[config.mk]
export PLATFORM = sky130hd
export DESIGN_NAME = sdm_drive
export DESIGN_NICKNAME = d
export VERILOG_FILES = /design/src/hdl/sdm_drive.v /design/src/hdl/sdm_sync.v
export VERILOG_INCLUDE_DIRS = /design/src /design/src/pkg
export SDC_FILE = /design/constraint.sdc
export NUM_CORES = 1
export LEC_CHECK = 0
export BUFFER_PORTS_ARGS = -buffer_cell sky130_fd_sc_hd__buf_2
export CELL_PAD_IN_SITES_DETAIL_PLACEMENT = 1
export CELL_PAD_IN_SITES_GLOBAL_PLACEMENT = 1
export CORE_UTILIZATION = 29
export CTS_BUF_LIST = sky130_fd_sc_hd__clkbuf_8
export CTS_CLUSTER_SIZE = 10
export DETAILED_ROUTE_END_ITERATION = 7
export GPL_TIMING_DRIVEN = 0
export PLACE_DENSITY_LB_ADDON = 0.1
export SLEW_MARGIN = 30
export SYNTH_ARGS = -nofsm -noshare
export SYNTH_HDL_FRONTEND = slang
export SYNTH_SLANG_ARGS = --single-unit
[constraint.sdc]
create_clock -name core_clk -period 9.9 [get_ports core_clk]
set_input_delay 1.98 -clock core_clk [delete_from_list [all_inputs] [get_ports core_clk]]
set_output_delay 1.98 -clock core_clk [all_outputs]
set_load 0.02 [all_outputs]
[src/pkg/sdm_map.vh]
// Purpose: Register map, field positions, reset values and timing counts
//          of the step/direction drive input block.
// Assumes: 200 MHz core clock.
// Notes:   Definitions only; included by bare name.
`ifndef SDM_MAP_VH
`define SDM_MAP_VH

// ------------------------------------------------------------------
// Register offsets (byte addresses, one 32-bit word each)
// ------------------------------------------------------------------
`define SDM_REG_CTRL      8'h00
`define SDM_REG_RES       8'h04
`define SDM_REG_POS       8'h08
`define SDM_REG_STATUS    8'h0c
`define SDM_REG_MASK      8'h10
`define SDM_REG_STATE     8'h14

// ------------------------------------------------------------------
// Control register fields
// ------------------------------------------------------------------
`define SDM_CTRL_EDGE_FALL 0
`define SDM_CTRL_DBL_PULSE 1
`define SDM_CTRL_RATE_FULL 2
`define SDM_CTRL_FAULT_CLR 3
`define SDM_CTRL_HALF_EN   4
`define SDM_CTRL_RST       5'h10

// ------------------------------------------------------------------
// Status / mask fields
// ------------------------------------------------------------------
`define SDM_ST_TUNED      0
`define SDM_ST_FAULT      1
`define SDM_ST_IGNORED    2

// ------------------------------------------------------------------
// Resolution limits and reset value
// ------------------------------------------------------------------
`define SDM_RES_MIN       16'd200
`define SDM_RES_MAX       16'd51200
`define SDM_RES_RST       16'd200

// ------------------------------------------------------------------
// Fault codes (blink counts, lower is higher priority)
// ------------------------------------------------------------------
`define SDM_FLT_NONE      2'd0
`define SDM_FLT_OC        2'd1
`define SDM_FLT_OV        2'd2
`define SDM_FLT_UV        2'd3

// ------------------------------------------------------------------
// Timing: figures in their own units, cycle counts derived
// ------------------------------------------------------------------
`define SDM_CLK_MHZ       200
`define SDM_RATE_DEF_KHZ  160
`define SDM_RATE_MAX_KHZ  500
`define SDM_GAP_DEF_CYC   \
  ((`SDM_CLK_MHZ*1000+`SDM_RATE_DEF_KHZ-1)/`SDM_RATE_DEF_KHZ)
`define SDM_GAP_MAX_CYC   \
  ((`SDM_CLK_MHZ*1000+`SDM_RATE_MAX_KHZ-1)/`SDM_RATE_MAX_KHZ)
`define SDM_TUNE_MS       100
`define SDM_TUNE_CYC      (`SDM_TUNE_MS*`SDM_CLK_MHZ*1000)
`define SDM_IDLE_MS       500
`define SDM_IDLE_CYC      (`SDM_IDLE_MS*`SDM_CLK_MHZ*1000)
`define SDM_LED_CYCLE_MS  3000
`define SDM_LED_SLOTS     6
`define SDM_LED_SLOT_CYC  (`SDM_LED_CYCLE_MS*`SDM_CLK_MHZ*1000/`SDM_LED_SLOTS)

`endif

[src/hdl/sdm_drive.v]
// Purpose: Command-input logic of a two-phase microstepping drive.
// Assumes: Pins are asynchronous; register port on core_clk.
// Notes:   Release pin pulled low outside the block when left open.
//
// Behaviour
// Active strobe edge commands one microstep.
// Controller holds strobe pulse over 1.5 us.
// Direction level chooses each microstep's sense. In double-pulse mode the code takes the sense from which pin pulsed instead.
// Release asserted removes all phase current.
// Release asserted ignores every strobe edge.
// Unconnected release input reads as deasserted.
// Current halves automatically when motor rests.
// Resolution 200 to 51200 steps per revolution.
// Up to 500 kHz; default limit 160 kHz.
// Power-up tuning pass precedes normal stepping.
// Over/undervoltage, overcurrent enter fault state.
// Edge polarity and single/double pulse selectable.
// Fault LED blinks code per 3 s cycle.
// Position index counts up/down per step.
//
// The implementer's own choices: strobed register access and the register offsets.
`timescale 1ns/100ps
`include "sdm_map.vh"

module sdm_drive
#(
  parameter TUNE_CYC = `SDM_TUNE_CYC,     // Power-up tuning length
  parameter IDLE_CYC = `SDM_IDLE_CYC,     // Rest time before half current
  parameter SLOT_CYC = `SDM_LED_SLOT_CYC  // One LED blink slot
)
(
  // Clock and reset
  input  wire        core_clk,
  input  wire        rst_b,
  // Controller pins
  input  wire        step_strobe_input,
  input  wire        dir_level,
  input  wire        drive_release_input,
  // Supply and current monitors
  input  wire        over_volt,
  input  wire        under_volt,
  input  wire        over_cur,
  // Register port
  input  wire [7:0]  reg_addr,
  input  wire [31:0] reg_wdata,
  input  wire        reg_wr,
  input  wire        reg_rd,
  output reg  [31:0] reg_rdata,
  // Power stage commands
  output reg         phase_on,
  output reg         cur_half,
  output reg         step_pulse,
  output reg         step_up,
  output reg  [15:0] pos_idx,
  // Indicators
  output reg         fault_led,
  output reg         irq
);

  // ------------------------------------------------------------------
  // Pin synchronisation
  // ------------------------------------------------------------------
  wire [5:0] pins_s;  // Synchronised pin levels
  sdm_sync #(.W(6)) u_sync
  (
    .core_clk (core_clk),
    .rst_b    (rst_b),
    .pin_in   ({over_cur, under_volt, over_volt,
                drive_release_input, dir_level, step_strobe_input}),
    .pin_sync (pins_s)
  );
  wire stp_s = pins_s[0];
  wire dir_s = pins_s[1];
  wire rel_s = pins_s[2];
  wire ov_s  = pins_s[3];
  wire uv_s  = pins_s[4];
  wire oc_s  = pins_s[5];

  // ------------------------------------------------------------------
  // Registers and state
  // ------------------------------------------------------------------
  reg  [4:0]  ctrl_r;      // Control bits
  reg  [15:0] res_r;       // Steps per revolution
  reg  [2:0]  stat_r;      // Sticky events
  reg  [2:0]  mask_r;      // Interrupt mask
  reg         stp_d_r;     // Previous strobe level
  reg         dir_d_r;     // Previous direction level
  reg  [15:0] gap_r;       // Cycles left before next step allowed
  reg         tuned_r;     // Tuning pass finished
  reg  [31:0] tune_cnt_r;  // Tuning timer
  reg  [31:0] idle_cnt_r;  // Time since last step
  reg         rest_r;      // Motor at rest
  reg  [1:0]  flt_r;       // Latched fault code
  reg  [31:0] slot_cnt_r;  // Position inside blink slot
  reg  [2:0]  slot_idx_r;  // Slot inside 3 s cycle

  wire edge_fall = ctrl_r[`SDM_CTRL_EDGE_FALL];
  wire dbl_mode  = ctrl_r[`SDM_CTRL_DBL_PULSE];
  wire rate_full = ctrl_r[`SDM_CTRL_RATE_FULL];
  wire half_en   = ctrl_r[`SDM_CTRL_HALF_EN];

  // ------------------------------------------------------------------
  // Edge detection and step acceptance
  // ------------------------------------------------------------------
  wire stp_edge = edge_fall ? (stp_d_r & ~stp_s)
                            : (stp_s & ~stp_d_r);
  wire dir_edge = edge_fall ? (dir_d_r & ~dir_s)
                            : (dir_s & ~dir_d_r);
  wire step_req = stp_edge | (dbl_mode & dir_edge);
  // In double-pulse mode the strobe pin steps up, the other pin down
  wire go_up    = dbl_mode ? stp_edge : dir_s;
  wire fault_on = (flt_r != `SDM_FLT_NONE);
  wire run_ok   = tuned_r & ~rel_s & ~fault_on;
  wire accept   = step_req & run_ok & (gap_r == 16'h0000);
  wire ignored  = step_req & ~accept;
  localparam [15:0] GAP_DEF = `SDM_GAP_DEF_CYC - 1;  // 160 kHz spacing
  localparam [15:0] GAP_MAX = `SDM_GAP_MAX_CYC - 1;  // 500 kHz spacing
  wire [15:0] gap_load = rate_full ? GAP_MAX : GAP_DEF;

  // Fault code by priority; overcurrent first
  wire [1:0] flt_now = oc_s ? `SDM_FLT_OC :
                       ov_s ? `SDM_FLT_OV :
                       uv_s ? `SDM_FLT_UV : `SDM_FLT_NONE;

  // ------------------------------------------------------------------
  // Register writes
  // ------------------------------------------------------------------
  wire wr_ctrl = reg_wr & (reg_addr == `SDM_REG_CTRL);
  wire wr_res  = reg_wr & (reg_addr == `SDM_REG_RES);
  wire wr_pos  = reg_wr & (reg_addr == `SDM_REG_POS);
  wire wr_mask = reg_wr & (reg_addr == `SDM_REG_MASK);
  wire rd_stat = reg_rd & (reg_addr == `SDM_REG_STATUS);
  wire flt_clr = wr_ctrl & reg_wdata[`SDM_CTRL_FAULT_CLR];
  wire res_ok  = (reg_wdata[15:0] >= `SDM_RES_MIN) &
                 (reg_wdata[15:0] <= `SDM_RES_MAX);
  wire tune_end = ~tuned_r & (tune_cnt_r == TUNE_CYC - 1);

  // Control, resolution and mask; fault clear bit is a pulse only
  always @(posedge core_clk or negedge rst_b)
  begin
    if (!rst_b)
    begin
      ctrl_r <= `SDM_CTRL_RST;
      res_r  <= `SDM_RES_RST;
      mask_r <= 3'h0;
    end
    else
    begin
      if (wr_ctrl)
        ctrl_r <= reg_wdata[4:0] & 5'h17;
      // Out-of-range resolution writes are dropped
      if (wr_res && res_ok)
        res_r <= reg_wdata[15:0];
      if (wr_mask)
        mask_r <= reg_wdata[2:0];
    end
  end

  // ------------------------------------------------------------------
  // Step timing, position index and direction
  // ------------------------------------------------------------------
  always @(posedge core_clk or negedge rst_b)
  begin
    if (!rst_b)
    begin
      stp_d_r    <= 1'b0;
      dir_d_r    <= 1'b0;
      gap_r      <= 16'h0000;
      pos_idx    <= 16'h0000;
      step_pulse <= 1'b0;
      step_up    <= 1'b0;
    end
    else
    begin
      stp_d_r    <= stp_s;
      dir_d_r    <= dir_s;
      step_pulse <= accept;
      // Minimum spacing enforces the selected rate ceiling
      if (accept)
        gap_r <= gap_load;
      else if (gap_r != 16'h0000)
        gap_r <= gap_r - 16'h0001;
      if (accept)
      begin
        step_up <= go_up;
        // Index wraps inside one revolution
        if (go_up)
          pos_idx <= (pos_idx >= res_r - 16'h0001) ? 16'h0000
                     : pos_idx + 16'h0001;
        else
          pos_idx <= (pos_idx == 16'h0000 || pos_idx >= res_r)
                     ? res_r - 16'h0001 : pos_idx - 16'h0001;
      end
      else if (wr_pos)
        pos_idx <= reg_wdata[15:0];
    end
  end

  // ------------------------------------------------------------------
  // Power-up tuning pass
  // ------------------------------------------------------------------
  always @(posedge core_clk or negedge rst_b)
  begin
    if (!rst_b)
    begin
      tune_cnt_r <= 32'h0;
      tuned_r    <= 1'b0;
    end
    else if (!tuned_r)
    begin
      // Stepping stays locked out until the pass ends
      tune_cnt_r <= tune_cnt_r + 32'h1;
      if (tune_end)
        tuned_r <= 1'b1;
    end
  end

  // ------------------------------------------------------------------
  // Rest detection and phase current
  // ------------------------------------------------------------------
  always @(posedge core_clk or negedge rst_b)
  begin
    if (!rst_b)
    begin
      idle_cnt_r <= 32'h0;
      rest_r     <= 1'b0;
      phase_on   <= 1'b0;
      cur_half   <= 1'b0;
    end
    else
    begin
      if (accept)
      begin
        idle_cnt_r <= 32'h0;
        rest_r     <= 1'b0;
      end
      else if (idle_cnt_r == IDLE_CYC - 1)
        rest_r <= 1'b1;
      else
        idle_cnt_r <= idle_cnt_r + 32'h1;
      // Release or fault frees the shaft
      phase_on <= tuned_r & ~rel_s & ~fault_on;
      cur_half <= half_en & rest_r & ~accept &
                  tuned_r & ~rel_s & ~fault_on;
    end
  end

  // ------------------------------------------------------------------
  // Fault latch
  // ------------------------------------------------------------------
  always @(posedge core_clk or negedge rst_b)
  begin
    if (!rst_b)
      flt_r <= `SDM_FLT_NONE;
    else if (flt_now != `SDM_FLT_NONE && (!fault_on || flt_now < flt_r))
      flt_r <= flt_now;
    else if (flt_clr && flt_now == `SDM_FLT_NONE)
      // Clear only once every monitor reads healthy
      flt_r <= `SDM_FLT_NONE;
  end

  // ------------------------------------------------------------------
  // Fault LED blink code
  // ------------------------------------------------------------------
  always @(posedge core_clk or negedge rst_b)
  begin
    if (!rst_b)
    begin
      slot_cnt_r <= 32'h0;
      slot_idx_r <= 3'h0;
      fault_led  <= 1'b0;
    end
    else if (!fault_on)
    begin
      // Restart the pattern so each fault opens with a blink
      slot_cnt_r <= 32'h0;
      slot_idx_r <= 3'h0;
      fault_led  <= 1'b0;
    end
    else
    begin
      if (slot_cnt_r == SLOT_CYC - 1)
      begin
        slot_cnt_r <= 32'h0;
        slot_idx_r <= (slot_idx_r == `SDM_LED_SLOTS - 1) ? 3'h0
                      : slot_idx_r + 3'h1;
      end
      else
        slot_cnt_r <= slot_cnt_r + 32'h1;
      // On for the first half of each of the first code slots
      fault_led <= (slot_idx_r < {1'b0, flt_r}) &
                   (slot_cnt_r < SLOT_CYC / 2);
    end
  end

  // ------------------------------------------------------------------
  // Sticky status, read clears; set wins over clear
  // ------------------------------------------------------------------
  wire [2:0] ev = {ignored, (flt_now != `SDM_FLT_NONE) & ~fault_on,
                   tune_end};

  always @(posedge core_clk or negedge rst_b)
  begin
    if (!rst_b)
    begin
      stat_r <= 3'h0;
      irq    <= 1'b0;
    end
    else
    begin
      stat_r <= (rd_stat ? 3'h0 : stat_r) | ev;
      irq    <= |(((rd_stat ? 3'h0 : stat_r) | ev) & mask_r);
    end
  end

  // ------------------------------------------------------------------
  // Register read, data in the cycle after the strobe
  // ------------------------------------------------------------------
  always @(posedge core_clk or negedge rst_b)
  begin
    if (!rst_b)
      reg_rdata <= 32'h0;
    else if (reg_rd)
    begin
      case (reg_addr)
        `SDM_REG_CTRL:   reg_rdata <= {27'h0, ctrl_r};
        `SDM_REG_RES:    reg_rdata <= {16'h0, res_r};
        `SDM_REG_POS:    reg_rdata <= {16'h0, pos_idx};
        `SDM_REG_STATUS: reg_rdata <= {29'h0, stat_r};
        `SDM_REG_MASK:   reg_rdata <= {29'h0, mask_r};
        `SDM_REG_STATE:  reg_rdata <= {24'h0, flt_r, rel_s, rest_r,
                                       cur_half, phase_on, tuned_r,
                                       step_up};
        default:         reg_rdata <= 32'h0;  // Unmapped reads zero
      endcase
    end
    else
      reg_rdata <= 32'h0;
  end

endmodule

[src/hdl/sdm_sync.v]
// Purpose: Two-stage synchroniser for a group of pin levels.
// Assumes: Inputs are asynchronous to core_clk.
// Notes:   First stage feeds only the second stage.
`timescale 1ns/100ps

module sdm_sync
#(
  parameter W = 1
)
(
  // Clock and reset
  input  wire         core_clk,
  input  wire         rst_b,
  // Levels
  input  wire [W-1:0] pin_in,
  output reg  [W-1:0] pin_sync
);

  reg [W-1:0] meta_r;  // First stage, read only by second

  // ------------------------------------------------------------------
  // Two flip-flops per bit
  // ------------------------------------------------------------------
  always @(posedge core_clk or negedge rst_b)
  begin
    if (!rst_b)
    begin
      meta_r   <= {W{1'b0}};
      pin_sync <= {W{1'b0}};
    end
    else
    begin
      meta_r   <= pin_in;
      pin_sync <= meta_r;
    end
  end

endmodule

==> metrics.cfg <==
[global_route]
grt_pass1_wl_um=52300
antenna_found_initial=0
first_global_vias=9114
overflow=0
grt_usage=0.1760
grt_max_degree=73

[clock_tree]
path_clk_slew_ps=110
cts_resized=0
clock-sinks=197
cts_buffer_depth=2
cts_hold_buffers=0
cts_made_buffers=17
cts_tree=yes
insertion_delay_ps=510
post_cts_buffers=0
htreeDepth=4
root_buffer=clkbuf_8

[power_and_ir_drop]
p_seq_frac=0.515
netSwitchingPower_uw=533.6
clkPwrFrac=0.318
p_int_uw=1139
sw_frac_of_total=0.3190
power.density_mw_per_mm2=134.7
leakage_uw=0.005511
ir_worst_vdd_uv=86.46
combPwrFrac=0.167

[yosys]
syn-cell-area_mm2=0.01092
synth_cell_types=66
yosys_warnings=0
synth_top_area_frac=0.4423
synth_ff_type=dfrtp_1
synthArstFlopShare=1.000
synth_largest_area_cell=dfrtp_1
avgSynthCellArea_um2=9.536
yosysSeqAreaShare=0.4519
ys_ff_latch=197
synth_edf_count=0
synth_area_leaders=dfrtp_1 44%, xnor2_1 6.8%, nor2_1 5.2%
syn_inst=1145

[cells_and_area]
syn_to_final_growth_pct=13.72
post-route-util=0.3367
diodes=0
drive_gt1_frac=0.1462
nets=1344
n_fill_cell=4353

[run_status]
outcome=completed

[place]
dp_hpwl_um=24570
gp_congestion=0.7942
place_ws_ps=5394
portBuffers=71

[drt]
wl_um=31980
routedWlPerCell_um=18.08
vias=8624
antenna_left=0
drcViolationCount=0
detail_route.first_pass.iterations=4
drt_iter0_markers=465
routed_via_density=4.875

[floorplanning]
die_w_um=196.0
die_y_um=196.0
io_pins=104
core_area_mm2=0.03687
die-area_mm2=0.03843
fp-row-count=70
start_util=0.2961

[critical_path]
endpoint_kind=flip-flop
startpoint_type=flip-flop
worstSetupPathType=flip-flop to flip-flop
worstPathRequired_ps=10320
cp.arrival_ps=4880
worstPathMaxFanout=9

[timing]
post-route-period-util=0.4500
rsz0062_at_grt=no
setup_tns_ps=0
tightestPinTransition_ps=872.1
fmax_mhz=224.5
fin_ws_ps=5445
drv_slew=0
finClkSkew_ps=17.74
fin_crit_ps=4455
final-setup-viol-count=0
finalHoldViolCount=0
slew_headroom=0.4137

[min_path]
holdCritPathClass=flip-flop to flip-flop

[run]
max_cap_violations=0

## worst max-delay path, stage by stage, from the launching register on
cell	delay [ps]
dfrtp_1	420
nor3_1	730
nand3_1	350
or4_1	520
xnor2_1	260
ha_1	300
o21a_1	180
o2111a_1	260
a2111oi_4	730
and2_0	210
buf_4	180
a21oi_1	120
o21ai_1	100
## path summary, 6_finish.rpt
path | from | to | slack [ps] | depth (start not counted)
worst max register to register | res_r[4] | pos_idx[8] | 5450 | 12
worst min-delay path | u_sync.meta_r[5] | u_sync.pin_sync[5] | 350 | 0
worst min register to register | u_sync.meta_r[5] | u_sync.pin_sync[5] | 350 | 0
min in group asynchronous | rst_b | tune_cnt_r[19] | 1390 | 1
max in group asynchronous | rst_b | res_r[3] | 7380 | 3
worst max-delay path | res_r[4] | pos_idx[8] | 5450 | 12
## power groups by stage
| stage | clock, µW | combinational, µW | sequential [µW] |
|---|---|---|---|
| 5_1_grt | 588 | 319 | 867 |
| 3_5_place_dp | 0 | 288 | 878 |
| 2_1_floorplan | 0 | 176 | 874 |
| 6_report | 532 | 280 | 861 |
| 4_1_cts | 563 | 289 | 862 |
| 3_3_place_gp | 0 | 280 | 877 |
## cell usage in the layout (no fill, tap or decap), drive strengths merged, types with 15 or more instances in the layout
master  count
dfrtp     193
nor2      151
buf       109
nand2      90
xnor2      85
nand3      67
xor2       49
o21ai      49
inv        48
ha         42
clkbuf     39
a21oi      38
nor3       38
nand4      31
mux2       23
nor4       21
mux2i      20
conb       16
and3       15
or3        15
## per-stage QoR
| stage | cells | hold WS [ps] | cell area (µm²) | power (µW) |
|---|---|---|---|---|
| 6_report | 1769 | 353.1 | 12420 | 1673 |
| 5_1_grt | 1769 | 363.2 | 12420 | 1774 |
| 4_1_cts | 1769 | 364.6 | 12420 | 1714 |
| 3_5_place_dp | 1737 | 341.7 | 12040 | 1165 |
| 3_3_place_gp | 1735 | 334.1 | 11960 | 1157 |
| 2_1_floorplan | 1160 | 331.2 | 10980 | 1050 |
## cell type report
cell class | instances | area (µm²) | area share
repair buffers | 73 | 420.4 | 0.03386
plain buffers | 58 | 309.0 | 0.02489
clock inverters | 15 | 143.9 | 0.01159
well taps | 504 | 630.6 | 0.05079
multi-input cells | 866 | 5598 | 0.4508
inverters | 39 | 146.4 | 0.01179
flip-flops and latches | 197 | 4935 | 0.3974
clock buffers | 17 | 234.0 | 0.01884
## cell families (layout without fill, tap and decap cells)
logic type / after synthesis / count (layout) / synth area share
AOI/OAI and AO/OA: 146 / 146 / 0.08399
other: 1 / 16 / 0.0003434
muxes: 43 / 43 / 0.04205
xor gates and xnor gates: 134 / 134 / 0.1075
buffers and inverters: 97 / 202 / 0.04171
DFF: 197 / 197 / 0.4519
and+or+nand+nor: 485 / 485 / 0.2244
adders and majority gates: 42 / 42 / 0.04813
## sequential cells by signal (all words and copies together), names as in the netlist, 2 cells and up
signal,flops
ctrl_r,4
flt_r,2
gap_r,16
idle_cnt_r,32
mask_r,3
pos_idx,16
reg_rdata,16
res_r,16
slot_cnt_r,32
slot_idx_r,3
stat_r,3
tune_cnt_r,32
u_sync.meta_r,6
u_sync.pin_sync,6
## metal layers
layer,part of all wire,vias to the layer above,GRT usage
met5,0,-,0
met1,0.49,4312,0.2428
li1,-,4189,-
met2,0.48,97,0.2884
met3,0.022,26,0.02699
met4,0.013,0,0.04225
## Yosys cell counts (all sizes together) (3+ instances only)
| library cell | number |
|---|---|
| xnor2 | 85 |
| nand2 | 90 |
| a31oi | 10 |
| dfrtp | 193 |
| xor2 | 49 |
| mux2i | 20 |
| nor3 | 38 |
| o21a | 3 |
| nor2 | 151 |
| or4 | 9 |
| inv | 39 |
| nor3b | 4 |
| and3 | 15 |
| nor4b | 3 |
| a21oi | 38 |
| or3 | 15 |
| a211oi | 3 |
| ha | 42 |
| nand3 | 67 |
| nand3b | 4 |
| buf | 36 |
| nor4 | 21 |
| and2 | 6 |
| nand4 | 31 |
| dfstp | 4 |
| mux2 | 23 |
| nand2b | 5 |
| a2111oi | 4 |
| o31ai | 5 |
| o311ai | 3 |
| nor2b | 8 |
| o21ai | 49 |
| clkbuf | 22 |
| and4 | 8 |
| a222oi | 6 |
| a22oi | 11 |
| nand4b | 3 |
Power figures use the tool's default switching activity.
